$ cat src/spc_regs.svh
`ifndef SPC_REGS_SVH
`define SPC_REGS_SVH

// ****************************************
// characters
// ****************************************
`define SPC_CR          7'h0D
`define SPC_SP          7'h20
`define SPC_POLL        7'h05
`define SPC_ID_RST      7'h30

// ****************************************
// reset values and limits
// ****************************************
`define SPC_TMO_DEF     6'h02
`define SPC_TMO_MIN     6'h02
`define SPC_TMO_MAX     6'h3C
`define SPC_BAUD_2400   3'h2
`define SPC_BAUD_LAST   3'h4
`define SPC_LINE_LEN    8
`define SPC_FIFO_DEPTH  8
`define SPC_PROMPT_LEN  3'h6
`define SPC_REPLY_LEN   3'h3

// ****************************************
// timing
// ****************************************
`define SPC_CLK_HZ      20000000
`define SPC_MIN_S       60
`define SPC_CYC_PER_MIN (`SPC_CLK_HZ * `SPC_MIN_S)

`endif

$ cat src/spc_pkg.sv
package spc_pkg;

	typedef enum logic [1:0]
	{
		SPC_IDLE = 2'h0,
		SPC_ECHO = 2'h1,
		SPC_TEXT = 2'h3,
		SPC_MSG  = 2'h2
	} spc_emit_st_t;

	typedef enum logic
	{
		SPC_TXT_PROMPT = 1'h0,
		SPC_TXT_REPLY  = 1'h1
	} spc_text_t;

	typedef enum logic
	{
		SPC_CONT = 1'h0,
		SPC_STBY = 1'h1
	} spc_oper_t;

	typedef struct packed
	{
		logic       port;
		logic [7:0] data;
	} spc_txw_t;

	typedef struct packed
	{
		logic       poll_mode;
		logic       msg_port;
		logic [1:0] rs485;
	} spc_cfg_t;

endpackage : spc_pkg

$ cat src/spc_fifo.sv
`timescale 1ns/100ps

module spc_fifo #(
	parameter int W = 9,
	parameter int D = 8
) (
	input  wire logic         clk_sys_i,
	input  wire logic         sys_rst_i,
	input  wire logic         in_valid_i,
	output logic              in_ready_o,
	input  wire logic [W-1:0] in_data_i,
	output logic              out_valid_o,
	input  wire logic         out_ready_i,
	output logic      [W-1:0] out_data_o
);
	localparam int AW = $clog2(D);

	logic [W-1:0] mem [D];
	logic [AW-1:0] rd_ptr, wr_ptr, next_rd_ptr, next_wr_ptr;
	logic [AW:0]   count, next_count;
	logic          push, pop;

	assign in_ready_o  = (count != (AW+1)'(D));
	assign out_valid_o = (count != '0);
	assign out_data_o  = mem[rd_ptr];
	assign push        = in_valid_i && in_ready_o;
	assign pop         = out_valid_o && out_ready_i;

	always_comb
	begin
		next_wr_ptr = wr_ptr;
		next_rd_ptr = rd_ptr;
		if (push)
			next_wr_ptr = (wr_ptr == AW'(D-1)) ? '0 : AW'(wr_ptr + 1'b1);
		if (pop)
			next_rd_ptr = (rd_ptr == AW'(D-1)) ? '0 : AW'(rd_ptr + 1'b1);
		next_count = (AW+1)'(count + push - pop);
	end

	always_ff @(posedge clk_sys_i)
	begin
		if (sys_rst_i)
		begin
			wr_ptr <= '0;
			rd_ptr <= '0;
			count  <= '0;
		end
		else
		begin
			wr_ptr <= next_wr_ptr;
			rd_ptr <= next_rd_ptr;
			count  <= next_count;
		end
	end

	always_ff @(posedge clk_sys_i)
	begin
		if (push)
			mem[wr_ptr] <= in_data_i;
	end
endmodule : spc_fifo

$ cat src/spc_idle_timer.sv
`timescale 1ns/100ps

module spc_idle_timer #(
	parameter int unsigned CYC_PER_MIN = 1200000000
) (
	input  wire logic       clk_sys_i,
	input  wire logic       sys_rst_i,
	input  wire logic       run_i,
	input  wire logic       kick_i,
	input  wire logic [5:0] limit_i,
	output logic            expire_o
);
	logic [30:0] sub, next_sub;
	logic [5:0]  mins, next_mins;
	logic        next_expire;

	// restarts on every received character, idles while the port is closed
	always_comb
	begin
		next_sub    = sub;
		next_mins   = mins;
		next_expire = 1'b0;
		if (!run_i || kick_i)
		begin
			next_sub  = '0;
			next_mins = '0;
		end
		else if (mins >= limit_i)
			next_expire = !expire_o;
		else if (sub == 31'(CYC_PER_MIN - 1))
		begin
			next_sub  = '0;
			next_mins = 6'(mins + 1'b1);
		end
		else
			next_sub = 31'(sub + 1'b1);
	end

	always_ff @(posedge clk_sys_i)
	begin
		if (sys_rst_i)
		begin
			sub      <= '0;
			mins     <= '0;
			expire_o <= 1'b0;
		end
		else
		begin
			sub      <= next_sub;
			mins     <= next_mins;
			expire_o <= next_expire;
		end
	end
endmodule : spc_idle_timer

$ cat src/spc_session_ctrl.sv
`timescale 1ns/100ps
`include "spc_regs.svh"

module spc_session_ctrl #(
	parameter int unsigned CYC_PER_MIN = `SPC_CYC_PER_MIN,
	parameter int          LINE_LEN    = `SPC_LINE_LEN,
	parameter int          FIFO_DEPTH  = `SPC_FIFO_DEPTH
) (
	input  wire logic                 clk_sys_i,
	input  wire logic                 sys_rst_i,
	input  wire logic [1:0]           rx_valid_i,
	input  wire logic [1:0][7:0]      rx_data_i,
	output logic      [1:0]           rx_ready_o,
	input  wire logic                 msg_valid_i,
	input  wire logic [6:0]           msg_char_i,
	input  wire logic                 msg_last_i,
	output logic                      msg_ready_o,
	output spc_pkg::spc_txw_t         tx_word_o,
	output logic                      tx_valid_o,
	input  wire logic                 tx_ready_i,
	input  wire logic                 mode_cmd_valid_i,
	input  wire logic                 mode_cmd_standby_i,
	input  wire logic                 start_cmd_i,
	input  wire logic                 interval_tick_i,
	input  wire logic                 cfg_wr_i,
	input  wire spc_pkg::spc_cfg_t    cfg_i,
	input  wire logic                 timeout_wr_i,
	input  wire logic [5:0]           timeout_min_i,
	input  wire logic                 id_wr_i,
	input  wire logic [6:0]           id_char_i,
	input  wire logic [1:0]           baud_wr_i,
	input  wire logic [2:0]           baud_code_i,
	output logic      [1:0]           port_open_o,
	output logic                      continuous_o,
	output logic                      wear_parts_on_o,
	output logic                      meas_start_o,
	output logic                      msg_req_o,
	output logic      [5:0]           timeout_min_o,
	output logic      [6:0]           station_identifier_o,
	output logic      [1:0][2:0]      baud_sel_o
);

	// ****************************************
	// helpers
	// ****************************************
	function automatic logic [6:0] to_upper(input logic [6:0] c);
		to_upper = (c >= 7'h61 && c <= 7'h7A) ? 7'(c - 7'h20) : c;
	endfunction : to_upper

	function automatic logic [7:0] with_par(input logic [6:0] c);
		with_par = {^c, c};
	endfunction : with_par

	function automatic logic [6:0] text_char(input spc_pkg::spc_text_t sel,
		input logic [2:0] idx);
		logic [6:0] c;
		c = 7'h3E;
		if (sel == spc_pkg::SPC_TXT_REPLY)
			case (idx)
				3'h0:    c = 7'h43;
				3'h1:    c = 7'h54;
				default: c = 7'h3A;
			endcase
		else
			case (idx)
				3'h0:    c = 7'h43;
				3'h1:    c = 7'h45;
				3'h2:    c = 7'h49;
				3'h3:    c = 7'h4C;
				3'h4:    c = 7'h4F;
				default: c = 7'h3E;
			endcase
		text_char = c;
	endfunction : text_char

	function automatic logic id_valid(input logic [6:0] c);
		id_valid = (c >= 7'h30 && c <= 7'h39) || (c >= 7'h41 && c <= 7'h5A);
	endfunction : id_valid

	// ****************************************
	// state
	// ****************************************
	logic [1:0]                 port_open, next_port_open, expire;
	logic [LINE_LEN*7-1:0]      lb [2];
	logic [LINE_LEN*7-1:0]      next_lb [2];
	logic [3:0]                 lb_len [2];
	logic [3:0]                 next_lb_len [2];
	spc_pkg::spc_emit_st_t      st, next_st;
	spc_pkg::spc_text_t         sel, next_sel;
	logic [2:0]                 idx, next_idx;
	logic [6:0]                 echo_ch, next_echo_ch;
	logic                       eport, next_eport, prompt_after, next_prompt_after;
	logic                       out_valid, next_out_valid, hold_free;
	spc_pkg::spc_txw_t          out_word, next_out_word, fifo_word;
	logic                       fifo_in_ready, fifo_out_valid, tx_load;
	logic [1:0]                 next_rx_ready;
	logic                       next_msg_ready, turn, suppress;
	logic                       take, tp, par_ok, good, is_cr, cmd_close, cmd_open, id_ok;
	logic [6:0]                 ch;
	spc_pkg::spc_oper_t         oper, next_oper;
	spc_pkg::spc_cfg_t          cfg, next_cfg;
	logic                       next_meas, next_req;
	logic [5:0]                 next_tmo;
	logic [6:0]                 next_id;
	logic [1:0][2:0]            next_baud;

	// ****************************************
	// receive decode
	// ****************************************
	// data path only
	always_comb
	begin
		take = 1'b0;
		tp   = 1'b0;
		for (int p = 0; p < 2; p++)
			if (rx_valid_i[p] && rx_ready_o[p])
			begin
				take = 1'b1;
				tp   = 1'(p);
			end
		ch = to_upper(rx_data_i[tp][6:0]);
		par_ok = ~^rx_data_i[tp];
		good   = take && par_ok;
		is_cr     = (ch == `SPC_CR);
		cmd_close = (lb_len[tp] == 4'h5) &&
			(lb[tp][34:0] == {7'h45, 7'h53, 7'h4F, 7'h4C, 7'h43});
		id_ok = cfg.rs485[tp] ? ((lb_len[tp] == 4'h6) && (lb[tp][34:28] == `SPC_SP) &&
			(lb[tp][41:35] == station_identifier_o)) : (lb_len[tp] == 4'h4);
		// only open is honoured while closed
		cmd_open = id_ok && (lb[tp][27:0] == {7'h4E, 7'h45, 7'h50, 7'h4F});
		suppress = port_open[cfg.msg_port];
	end

	// ****************************************
	// port sessions
	// ****************************************
	// identical per-line state
	always_comb
	begin
		next_port_open = port_open;
		next_lb        = lb;
		next_lb_len    = lb_len;
		for (int p = 0; p < 2; p++)
			if (expire[p])
				next_port_open[p] = 1'b0;
		if (good && is_cr)
		begin
			next_lb_len[tp] = '0;
			if (port_open[tp] && cmd_close)
				next_port_open[tp] = 1'b0;
			// refuse while the other is open
			else if (!port_open[tp] && cmd_open && !port_open[~tp])
				next_port_open[tp] = 1'b1;
		end
		else if (good && lb_len[tp] < 4'(LINE_LEN))
		begin
			next_lb[tp][7*lb_len[tp] +: 7] = ch;
			next_lb_len[tp]                 = 4'(lb_len[tp] + 1'b1);
		end
	end

	always_ff @(posedge clk_sys_i)
	begin
		if (sys_rst_i)
		begin
			port_open <= '0;
			for (int p = 0; p < 2; p++)
			begin
				lb[p]     <= '0;
				lb_len[p] <= '0;
			end
		end
		else
		begin
			port_open <= next_port_open;
			lb        <= next_lb;
			lb_len    <= next_lb_len;
		end
	end

	generate
		for (genvar g = 0; g < 2; g++)
		begin : g_tmr
			spc_idle_timer #(.CYC_PER_MIN(CYC_PER_MIN)) u_tmr (
				.clk_sys_i (clk_sys_i),
				.sys_rst_i (sys_rst_i),
				.run_i     (port_open[g]),
				.kick_i    (take && (tp == 1'(g))),
				.limit_i   (timeout_min_o),
				.expire_o  (expire[g])
			);
		end
	endgenerate

	// ****************************************
	// response emitter
	// ****************************************
	always_comb
	begin
		next_st           = st;
		next_sel          = sel;
		next_idx          = idx;
		next_echo_ch      = echo_ch;
		next_eport        = eport;
		next_prompt_after = prompt_after;
		hold_free         = !out_valid || fifo_in_ready;
		next_out_valid    = out_valid && !fifo_in_ready;
		next_out_word     = out_word;
		case (st)
			spc_pkg::SPC_IDLE:
				if (good && port_open[tp])
				begin
					next_st           = spc_pkg::SPC_ECHO;
					next_echo_ch      = ch;
					next_eport        = tp;
					next_prompt_after = is_cr && !cmd_close;
				end
				else if (good && is_cr)
				begin
					next_st    = spc_pkg::SPC_TEXT;
					next_eport = tp;
					next_idx   = '0;
					next_sel   = (cmd_open && !port_open[~tp]) ? spc_pkg::SPC_TXT_PROMPT
						: spc_pkg::SPC_TXT_REPLY;
				end
				// message stream only to a closed message port
				else if (!take && msg_valid_i && !suppress)
					next_st = spc_pkg::SPC_MSG;
			spc_pkg::SPC_ECHO:
				if (hold_free)
				begin
					next_out_valid = 1'b1;
					next_out_word  = '{port: eport, data: with_par(echo_ch)};
					next_idx       = '0;
					next_sel       = spc_pkg::SPC_TXT_PROMPT;
					next_st        = prompt_after ? spc_pkg::SPC_TEXT : spc_pkg::SPC_IDLE;
				end
			spc_pkg::SPC_TEXT:
				if (hold_free)
				begin
					next_out_valid = 1'b1;
					next_out_word  = '{port: eport, data: with_par(text_char(sel, idx))};
					next_idx       = 3'(idx + 1'b1);
					if (idx == ((sel == spc_pkg::SPC_TXT_PROMPT) ? `SPC_PROMPT_LEN - 3'h1
						: `SPC_REPLY_LEN - 3'h1))
						next_st = spc_pkg::SPC_IDLE;
				end
			spc_pkg::SPC_MSG:
				if (msg_valid_i && msg_ready_o)
				begin
					next_out_valid = 1'b1;
					next_out_word  = '{port: cfg.msg_port, data: with_par(to_upper(msg_char_i))};
					if (msg_last_i)
						next_st = spc_pkg::SPC_IDLE;
				end
			default:
				next_st = spc_pkg::SPC_IDLE;
		endcase
		// one line offered per cycle, so two commands never collide
		for (int p = 0; p < 2; p++)
			next_rx_ready[p] = (next_st == spc_pkg::SPC_IDLE) && (turn == 1'(p));
		// messages meant for an open port are drained and dropped
		next_msg_ready = ((next_st == spc_pkg::SPC_MSG) && !next_out_valid) ||
			((next_st == spc_pkg::SPC_IDLE) && suppress);
	end

	always_ff @(posedge clk_sys_i)
	begin
		if (sys_rst_i)
		begin
			st           <= spc_pkg::SPC_IDLE;
			sel          <= spc_pkg::SPC_TXT_PROMPT;
			idx          <= '0;
			echo_ch      <= '0;
			eport        <= 1'b0;
			prompt_after <= 1'b0;
			out_valid    <= 1'b0;
			out_word     <= '0;
			rx_ready_o   <= '0;
			msg_ready_o  <= 1'b0;
			turn         <= 1'b0;
		end
		else
		begin
			st           <= next_st;
			sel          <= next_sel;
			idx          <= next_idx;
			echo_ch      <= next_echo_ch;
			eport        <= next_eport;
			prompt_after <= next_prompt_after;
			out_valid    <= next_out_valid;
			out_word     <= next_out_word;
			rx_ready_o   <= next_rx_ready;
			msg_ready_o  <= next_msg_ready;
			turn         <= !turn;
		end
	end

	// ****************************************
	// transmit buffer and output stage
	// ****************************************
	assign tx_load = !tx_valid_o || tx_ready_i;

	spc_fifo #(.W($bits(spc_pkg::spc_txw_t)), .D(FIFO_DEPTH)) u_fifo (
		.clk_sys_i   (clk_sys_i),
		.sys_rst_i   (sys_rst_i),
		.in_valid_i  (out_valid),
		.in_ready_o  (fifo_in_ready),
		.in_data_i   (out_word),
		.out_valid_o (fifo_out_valid),
		.out_ready_i (tx_load),
		.out_data_o  (fifo_word)
	);

	always_ff @(posedge clk_sys_i)
	begin
		if (sys_rst_i)
		begin
			tx_valid_o <= 1'b0;
			tx_word_o  <= '0;
		end
		else if (tx_load)
		begin
			tx_valid_o <= fifo_out_valid;
			tx_word_o  <= fifo_word;
		end
	end

	// ****************************************
	// operation mode and configuration
	// ****************************************
	always_comb
	begin
		next_oper = oper;
		if (mode_cmd_valid_i)
			next_oper = mode_cmd_standby_i ? spc_pkg::SPC_STBY : spc_pkg::SPC_CONT;
		// interval drives continuous, start drives standby
		next_meas = (oper == spc_pkg::SPC_CONT) ? interval_tick_i : start_cmd_i;
		// autosend follows measurement, polling follows the poll character
		next_req  = cfg.poll_mode ? (good && (ch == `SPC_POLL) && !port_open[tp] &&
			(tp == cfg.msg_port)) : meas_start_o;
		next_cfg  = cfg_wr_i ? cfg_i : cfg;
		next_tmo  = timeout_min_o;
		if (timeout_wr_i)
			next_tmo = (timeout_min_i < `SPC_TMO_MIN) ? `SPC_TMO_MIN :
				(timeout_min_i > `SPC_TMO_MAX) ? `SPC_TMO_MAX : timeout_min_i;
		next_id = station_identifier_o;
		if (id_wr_i && id_valid(to_upper(id_char_i)))
			next_id = to_upper(id_char_i);
		next_baud = baud_sel_o;
		for (int p = 0; p < 2; p++)
			if (baud_wr_i[p] && baud_code_i <= `SPC_BAUD_LAST)
				next_baud[p] = baud_code_i;
	end

	always_ff @(posedge clk_sys_i)
	begin
		if (sys_rst_i)
		begin
			oper                 <= spc_pkg::SPC_CONT;
			meas_start_o         <= 1'b0;
			msg_req_o            <= 1'b0;
			cfg                  <= '0;
			timeout_min_o        <= `SPC_TMO_DEF;
			station_identifier_o <= `SPC_ID_RST;
			baud_sel_o           <= {`SPC_BAUD_2400, `SPC_BAUD_2400};
			continuous_o         <= 1'b1;
			wear_parts_on_o      <= 1'b1;
			port_open_o          <= '0;
		end
		else
		begin
			oper                 <= next_oper;
			meas_start_o         <= next_meas;
			msg_req_o            <= next_req;
			cfg                  <= next_cfg;
			timeout_min_o        <= next_tmo;
			station_identifier_o <= next_id;
			baud_sel_o           <= next_baud;
			continuous_o         <= (next_oper == spc_pkg::SPC_CONT);
			wear_parts_on_o      <= (next_oper == spc_pkg::SPC_CONT);
			port_open_o          <= next_port_open;
		end
	end
endmodule : spc_session_ctrl

$ cat config.mk
export PLATFORM = sky130hd
export DESIGN_NAME = spc_session_ctrl
export DESIGN_NICKNAME = d
export VERILOG_FILES = /design/src/spc_pkg.sv /design/src/spc_fifo.sv /design/src/spc_idle_timer.sv /design/src/spc_session_ctrl.sv
export VERILOG_INCLUDE_DIRS = /design/src
export SDC_FILE = /design/constraint.sdc
export NUM_CORES = 1
export LEC_CHECK = 0
export ABC_CLOCK_PERIOD_IN_PS = 6630
export BUFFER_PORTS_ARGS = -buffer_cell sky130_fd_sc_hd__clkbuf_2
export CORE_MARGIN = 2
export CORE_UTILIZATION = 48
export CTS_CLUSTER_SIZE = 12
export DETAILED_ROUTE_END_ITERATION = 8
export PLACE_DENSITY_LB_ADDON = 0.15
export SKIP_LAST_GASP = 1
export SLEW_MARGIN = 20
export SYNTH_ARGS = -nofsm -noshare
export SYNTH_HDL_FRONTEND = slang
export SYNTH_HIERARCHICAL = 1
export SYNTH_SLANG_ARGS = --single-unit
$ cat constraint.sdc
create_clock -name clk_sys_i -period 6.63 [get_ports clk_sys_i]
set_input_delay 0.9945 -clock clk_sys_i [delete_from_list [all_inputs] [get_ports clk_sys_i]]
set_output_delay 0.9945 -clock clk_sys_i [all_outputs]
set_load 0.05 [all_outputs]
==> flow_metrics.tcl, run 1 <==
set metrics [dict create \
    die_h_um 187 \
    hold_viol 0 \
    synth_area_sq_um 16000 \
    syn_nets 1768 \
    synth_async_sr_flop_share_pct 0 \
    clk_latency_ps 520 \
    end_kind "flop" \
    grtUsageTotal_pct 22.2 \
    cts_resized 0 \
    post-cts-setup-buffers 0 \
    netlist_instances 1659 \
    pre_cts_ws_ps 1410 \
    grt_overflow 0 \
    hold_depth 1 \
    min_from "turn" \
    synthDistinctLibCells 99 \
    nFillCells 2960 \
    antenna_found_initial 0 \
    worst_slack_ps 1790 \
    clock-root-buffer "clkbuf_16" \
    avgRoutedWirePerCell_um 17.9 \
    avgSynthCellArea_sq_um 9.67 \
    cp_top_family "simple AND/OR/NAND/NOR gates" \
    holdWs_ps 438 \
    rows 66 \
    cp_cell_sequence "nand2_4, mux2i_1, inv_1, ha_1, xnor2_1, xnor2_1, o41ai_4, a211oi_4, and3_2, a21oi_1, a311oi_1" \
    io-pin-count 97 \
    r2r_end "lb[2]" \
    cts_inserted_buffers 36 \
    drv_cap 0 \
    final_antenna_net_count 0 \
    r2r_cells 11 \
    start_util_pct 49.1 \
    grt_pass1_vias 12158 \
    crit_buf_inv 1 \
    grt_pass1_wl_um 64100 \
    htree_levels 2 \
    cts.sinks 321 \
    final_common_cell "dfxtp_1" \
    whs_endpoint "turn" \
    drive_above_1_share_pct 14.4 \
    synthToLayoutAreaGrowth_pct 11.7 \
    max-slew-margin-rel_pct 24.0 \
    crit_fanout 59 \
    vias 12733 \
    fin_crit_ps 4840 \
    period_share_pct 73.1 \
    die_w_um 187 \
    tritoncts "yes" \
    rsz0062_at_grt "no" \
    power_density_nw_per_um2 267 \
    hp-class "reg -> reg" \
    drc_errors 0 \
    nets 1820 \
    cp.arrival_ps 5270 \
    grt_max_degree 95 \
    port-buffer-count 96 \
    reg2reg_slack_ps 1790 \
    clk_pin_slew_worst_paths_ps 60 \
    antenna_cells 0 \
    ys_ff_latch 321 \
    yosysSeqAreaShare_pct 44.5 \
    drt-vias-per-instance 5.85 \
    crit_slowest_cell "and3_2" \
    slew_violations 0 \
    routed_wl_um 38900 \
    worstSetupPathType "reg -> reg" \
    post-route-util_pct 54.8 \
    routabilityCongestion 0.821 \
    tightestPinTransition_ps 1110 \
    cp_data_required_time_ps 7060 \
    finalClockSkew_ps 15.0 \
    synth_edf_count 72 \
    p_leak_nw 6.24 \
    final_cell_mix "249 x dfxtp_1, 169 x a21oi_1, 120 x nor2_1" \
    max_freq_mhz 206 \
    cts_buffer_depth 3 \
    drt_first_pass_iters 5 \
    setup_tns_ps 0 \
    cp_common_cell "xnor2_1" \
    setup_violations 0 \
    status "complete, no violations" \
    coreArea_sq_um 32700 \
    cts_hold_buffers 0 \
    startpoint_type "flop" \
    synth_flop_cell "dfxtp_1" \
    synth_warnings 6 \
    peakVddDrop_mv 0.177 \
    crit-reg2reg-launch "rx_ready_o[1]" \
    dieArea_sq_um 34900 \
    slowest_delay_ps 970 \
    drtIter0Drc 998 \
    dp_hpwl_um 25900 \
]
==> logic make-up (layout without fill, tap and decap cells) <==
family / after synthesis / in the layout / synth area share (%)
DFF: 321 / 321 / 44.5
adders and majority gates: 50 / 50 / 3.95
muxes: 79 / 79 / 6.94
and+or+nand+nor: 577 / 577 / 19.9
AOI/OAI and AO/OA: 423 / 423 / 17.5
buffers and inverters: 158 / 234 / 4.31
xor gates and xnor gates: 51 / 51 / 2.78
==> worst max-delay path by stage <==
stage / startpoint / cells past startpoint / to / slack, ps
4_1_cts: rx_ready_o[1] / 11 / lb[2] / 1860
2_1_floorplan: rx_valid_i[1] / 16 / lb[37] / 2490
6_report: rx_ready_o[1] / 11 / lb[2] / 1790
5_1_grt: rx_ready_o[1] / 11 / lb[2] / 1390
3_3_place_gp: rx_valid_i[1] / 12 / lb[4] / 1580
3_5_place_dp: rx_valid_i[1] / 12 / lb[60] / 1410
==> stage by stage <==
| step | cell area, sq um | cells | power [mW] |
|---|---|---|---|
| 2_1_floorplan | 16000 | 1659 | 2.72 |
| 6_report | 17900 | 2177 | 4.78 |
| 5_1_grt | 17900 | 2177 | 4.97 |
| 4_1_cts | 17900 | 2177 | 4.83 |
| 3_3_place_gp | 16800 | 2115 | 2.89 |
| 3_5_place_dp | 16800 | 2115 | 2.90 |
==> per-layer routing <==
layer / up-vias / part of all wire, % / track usage, % / wire [um]
met4: 0 / 1.5 / 5.10 / 600
met3: 53 / 5.3 / 3.56 / 2080
met5: - / 0 / 0 / 0
met1: 6118 / 48 / 31.9 / 18800
li1: 6265 / - / - / -
met2: 297 / 45 / 35.1 / 17500
==> synthesized netlist by cell type, drive strengths merged, types with 10 or more instances <==
cell type	count	area, sq um
o21ai	98	490
nand3	84	445
and3	17	109
xor2	26	228
a211oi	19	165
ha	49	613
mux2	11	124
a21oi	176	907
nor3	23	125
clkbuf	53	199
nor4bb	10	100
dfxtp	249	4980
o211ai	19	148
mux2i	50	517
nand2b	31	194
nor4b	13	120
buf	44	260
nor2b	13	81.3
nand4	45	318
nor2	121	454
edfxtp	72	2160
nor4	16	160
inv	59	224
o2111ai	14	176
a311oi	35	319
nand2	114	438
xnor2	25	219
or3	42	265
mux4	18	473
==> layout make-up <==
cell class	instances	area (sq um)	share of cell area, %
clock inverter	8	77.6	0.433
tap	442	553	3.09
clock buffer	54	1070	5.96
multi-input combinational	1180	8240	46.0
inverter	61	231	1.29
timing repair buffer	111	599	3.34
sequential	321	7150	39.9
==> report_power, final <==
group          internal [mW]  switching (mW)
combinational          0.281           0.425
sequential              2.06          0.0946
clock                   1.12           0.799
==> sequential cells by signal, summed over array words and instances, names as in the netlist, 3 cells and up, named ones only <==
signal	cells
baud_sel_o	6
lb_len	8
idx	3
g_tmr.u_tmr/mins	12
out_word	9
g_tmr.u_tmr/sub	62
tx_word_o	9
u_fifo/rd_ptr	3
cfg	4
station_identifier_o	7
u_fifo/mem	72
echo_ch	7
u_fifo/wr_ptr	3
u_fifo/count	4
timeout_min_o	6
lb	84
Power figures use the tool's default switching activity.
==> inputs of run 2 (changes only) <==
- ABC_CLOCK_PERIOD_IN_PS: 6630 -> 5000
- clock period: 6.63 -> 5 ns (I/O delays scaled with it)
==> run 2 against run 1 <==
  * Clock-buffer cell count rose by 2
  * Highest routed layer unchanged
  * Utilization rose by 0.39 points
  * Non-clock buffer count rose by 13
  * Critical endpoint is now lb[74]
  * Clock power rose by 33%
  * Routed wire length rose by 0.71%
  * Sequential share of layout area fell by 0.28 points
  * Cell area rose by 0.71%
==> flow_metrics.tcl, run 2 (synthesis results as in run 1) <==
set metrics [dict create \
    coreArea_sq_um 32700 \
    final_common_cell "dfxtp_1" \
    slowest_delay_ps 490 \
    post-cts-setup-buffers 0 \
    finalNonFillerCells 2194 \
    clock-root-buffer "clkbuf_16" \
    worst_slack_ps 1260 \
    period_share_pct 74.9 \
    met2_length_um 17700 \
    drt_first_pass_iters 5 \
    tritoncts "yes" \
    reg.largest.list "lb x84, u_fifo/mem x72, g_tmr.u_tmr/sub x62" \
    grt_max_degree 100 \
    max-slew-margin-rel_pct 29.4 \
    setup_violations 0 \
    crit_fanout 38 \
    antenna_found_initial 0 \
    cts_inserted_buffers 36 \
    port-buffer-count 96 \
    largest-register "lb" \
    clk_latency_ps 530 \
    highest_layer "met4" \
    start_util_pct 49.1 \
    nFillCells 2943 \
    die_h_um 187 \
    wl_met1_um 18800 \
    cts_resized 0 \
    finalClockSkew_ps 16.1 \
    htree_levels 2 \
    cts_hold_buffers 0 \
    worstSetupPathType "reg -> reg" \
    p_total_mw 6.36 \
    die_w_um 187 \
    reg2reg_slack_ps 1260 \
    fin_crit_ps 3740 \
    p_leak_nw 6.32 \
    hold_viol 0 \
    largest_reg_flops 84 \
    dieArea_sq_um 34900 \
    holdWs_ps 419 \
    crit_buf_inv 3 \
    dp_hpwl_um 26400 \
    drtIter0Drc 1128 \
    io-pin-count 97 \
    r2r_cells 14 \
    vias 12849 \
    slew_violations 0 \
    grt_pass1_wl_um 64300 \
    max_freq_mhz 267 \
    synthToLayoutAreaGrowth_pct 12.5 \
    cp_top_family "simple AND/OR/NAND/NOR gates" \
    routed_wl_um 39200 \
    clk_pin_slew_worst_paths_ps 60 \
    final_cell_mix "249 x dfxtp_1, 169 x a21oi_1, 121 x nor2_1" \
    hp-class "reg -> reg" \
    final_antenna_net_count 0 \
    crit_slowest_cell "and3_2" \
    drc_errors 0 \
    drv_cap 0 \
    post-route-util_pct 55.2 \
    cp_data_required_time_ps 5420 \
    cp.arrival_ps 4160 \
    status "complete, no violations" \
    cts_buffer_depth 3 \
    dp.cells 2128 \
    grt_overflow 0 \
    final_area_sq_um 18000 \
    end_kind "flop" \
    pre_cts_ws_ps 840 \
    power_density_nw_per_um2 353 \
    r2r_end "lb[74]" \
    cp-startpoint "rx_ready_o[1]" \
    rsz0062_at_grt "no" \
    cp_cell_sequence "nand2_4, inv_4, nand2_1, nand2_1, ha_1, xnor2_1, xnor2_1, a41o_1, a21boi_1, buf_4, and3_2, buf_12, a21oi_1, a311oi_1" \
    antenna_cells 0 \
    rows 66 \
    crit_end "lb[74]" \
    startpoint_type "flop" \
    setup_tns_ps 0 \
    cts.sinks 321 \
    crit-reg2reg-launch "rx_ready_o[1]" \
    grtUsageTotal_pct 22.2 \
    peakVddDrop_mv 0.272 \
    avgRoutedWirePerCell_um 17.9 \
    nets 1833 \
    tightestPinTransition_ps 1060 \
    routabilityCongestion 0.830 \
    drive_above_1_share_pct 14.9 \
    crit_cells 14 \
    post_dp_cell_area_sq_um 16900 \
    drt-vias-per-instance 5.86 \
    wl_met3_um 1980 \
    grt_pass1_vias 12211 \
]
## run 2: cell types whose count changed in the layout (fill, tap and decap cells not counted), moves of 2 or more
| cell | before | now |
|---|---|---|
| clkinv_2 | 1 | 5 |
| clkbuf_1 | 8 | 13 |
| clkbuf_8 | 10 | 7 |
| buf_4 | 15 | 26 |
| buf_12 | 0 | 2 |
## run 2: power by group
part           switching [mW]  internal, mW  total (mW)
Combinational           0.563         0.382       0.945
Sequential              0.127          2.73        2.86
Clock                    1.06          1.50        2.56
## run 2: final cells by class
class / instances / area (sq um) / area share, %
tap: 442 / 553 / 3.06
clock buffer: 56 / 1050 / 5.80
inverter: 61 / 231 / 1.28
timing repair buffer: 124 / 722 / 4.00
sequential: 321 / 7150 / 39.6
clock inverter: 10 / 108 / 0.596
multi-input combinational: 1180 / 8240 / 45.7
## run 2: how the worst min path moves through the flow
stage,cells after the start,from,to
global route,1,g_tmr[1].u_tmr/expire_o,g_tmr[1].u_tmr/expire_o
global placement,1,g_tmr[1].u_tmr/expire_o,g_tmr[1].u_tmr/expire_o
CTS,1,g_tmr[1].u_tmr/expire_o,g_tmr[1].u_tmr/expire_o
floorplan,1,g_tmr[0].u_tmr/expire_o,g_tmr[0].u_tmr/expire_o
finish,1,g_tmr[1].u_tmr/expire_o,g_tmr[1].u_tmr/expire_o
detailed placement,1,g_tmr[1].u_tmr/expire_o,g_tmr[1].u_tmr/expire_o
## run 2: metal layers
| layer | vias to the layer above | GRT usage, % |
|---|---|---|
| met4 | 0 | 5.71 |
| met2 | 321 | 34.7 |
| li1 | 6308 | - |
| met1 | 6164 | 31.8 |
| met3 | 56 | 3.85 |
| met5 | - | 0 |
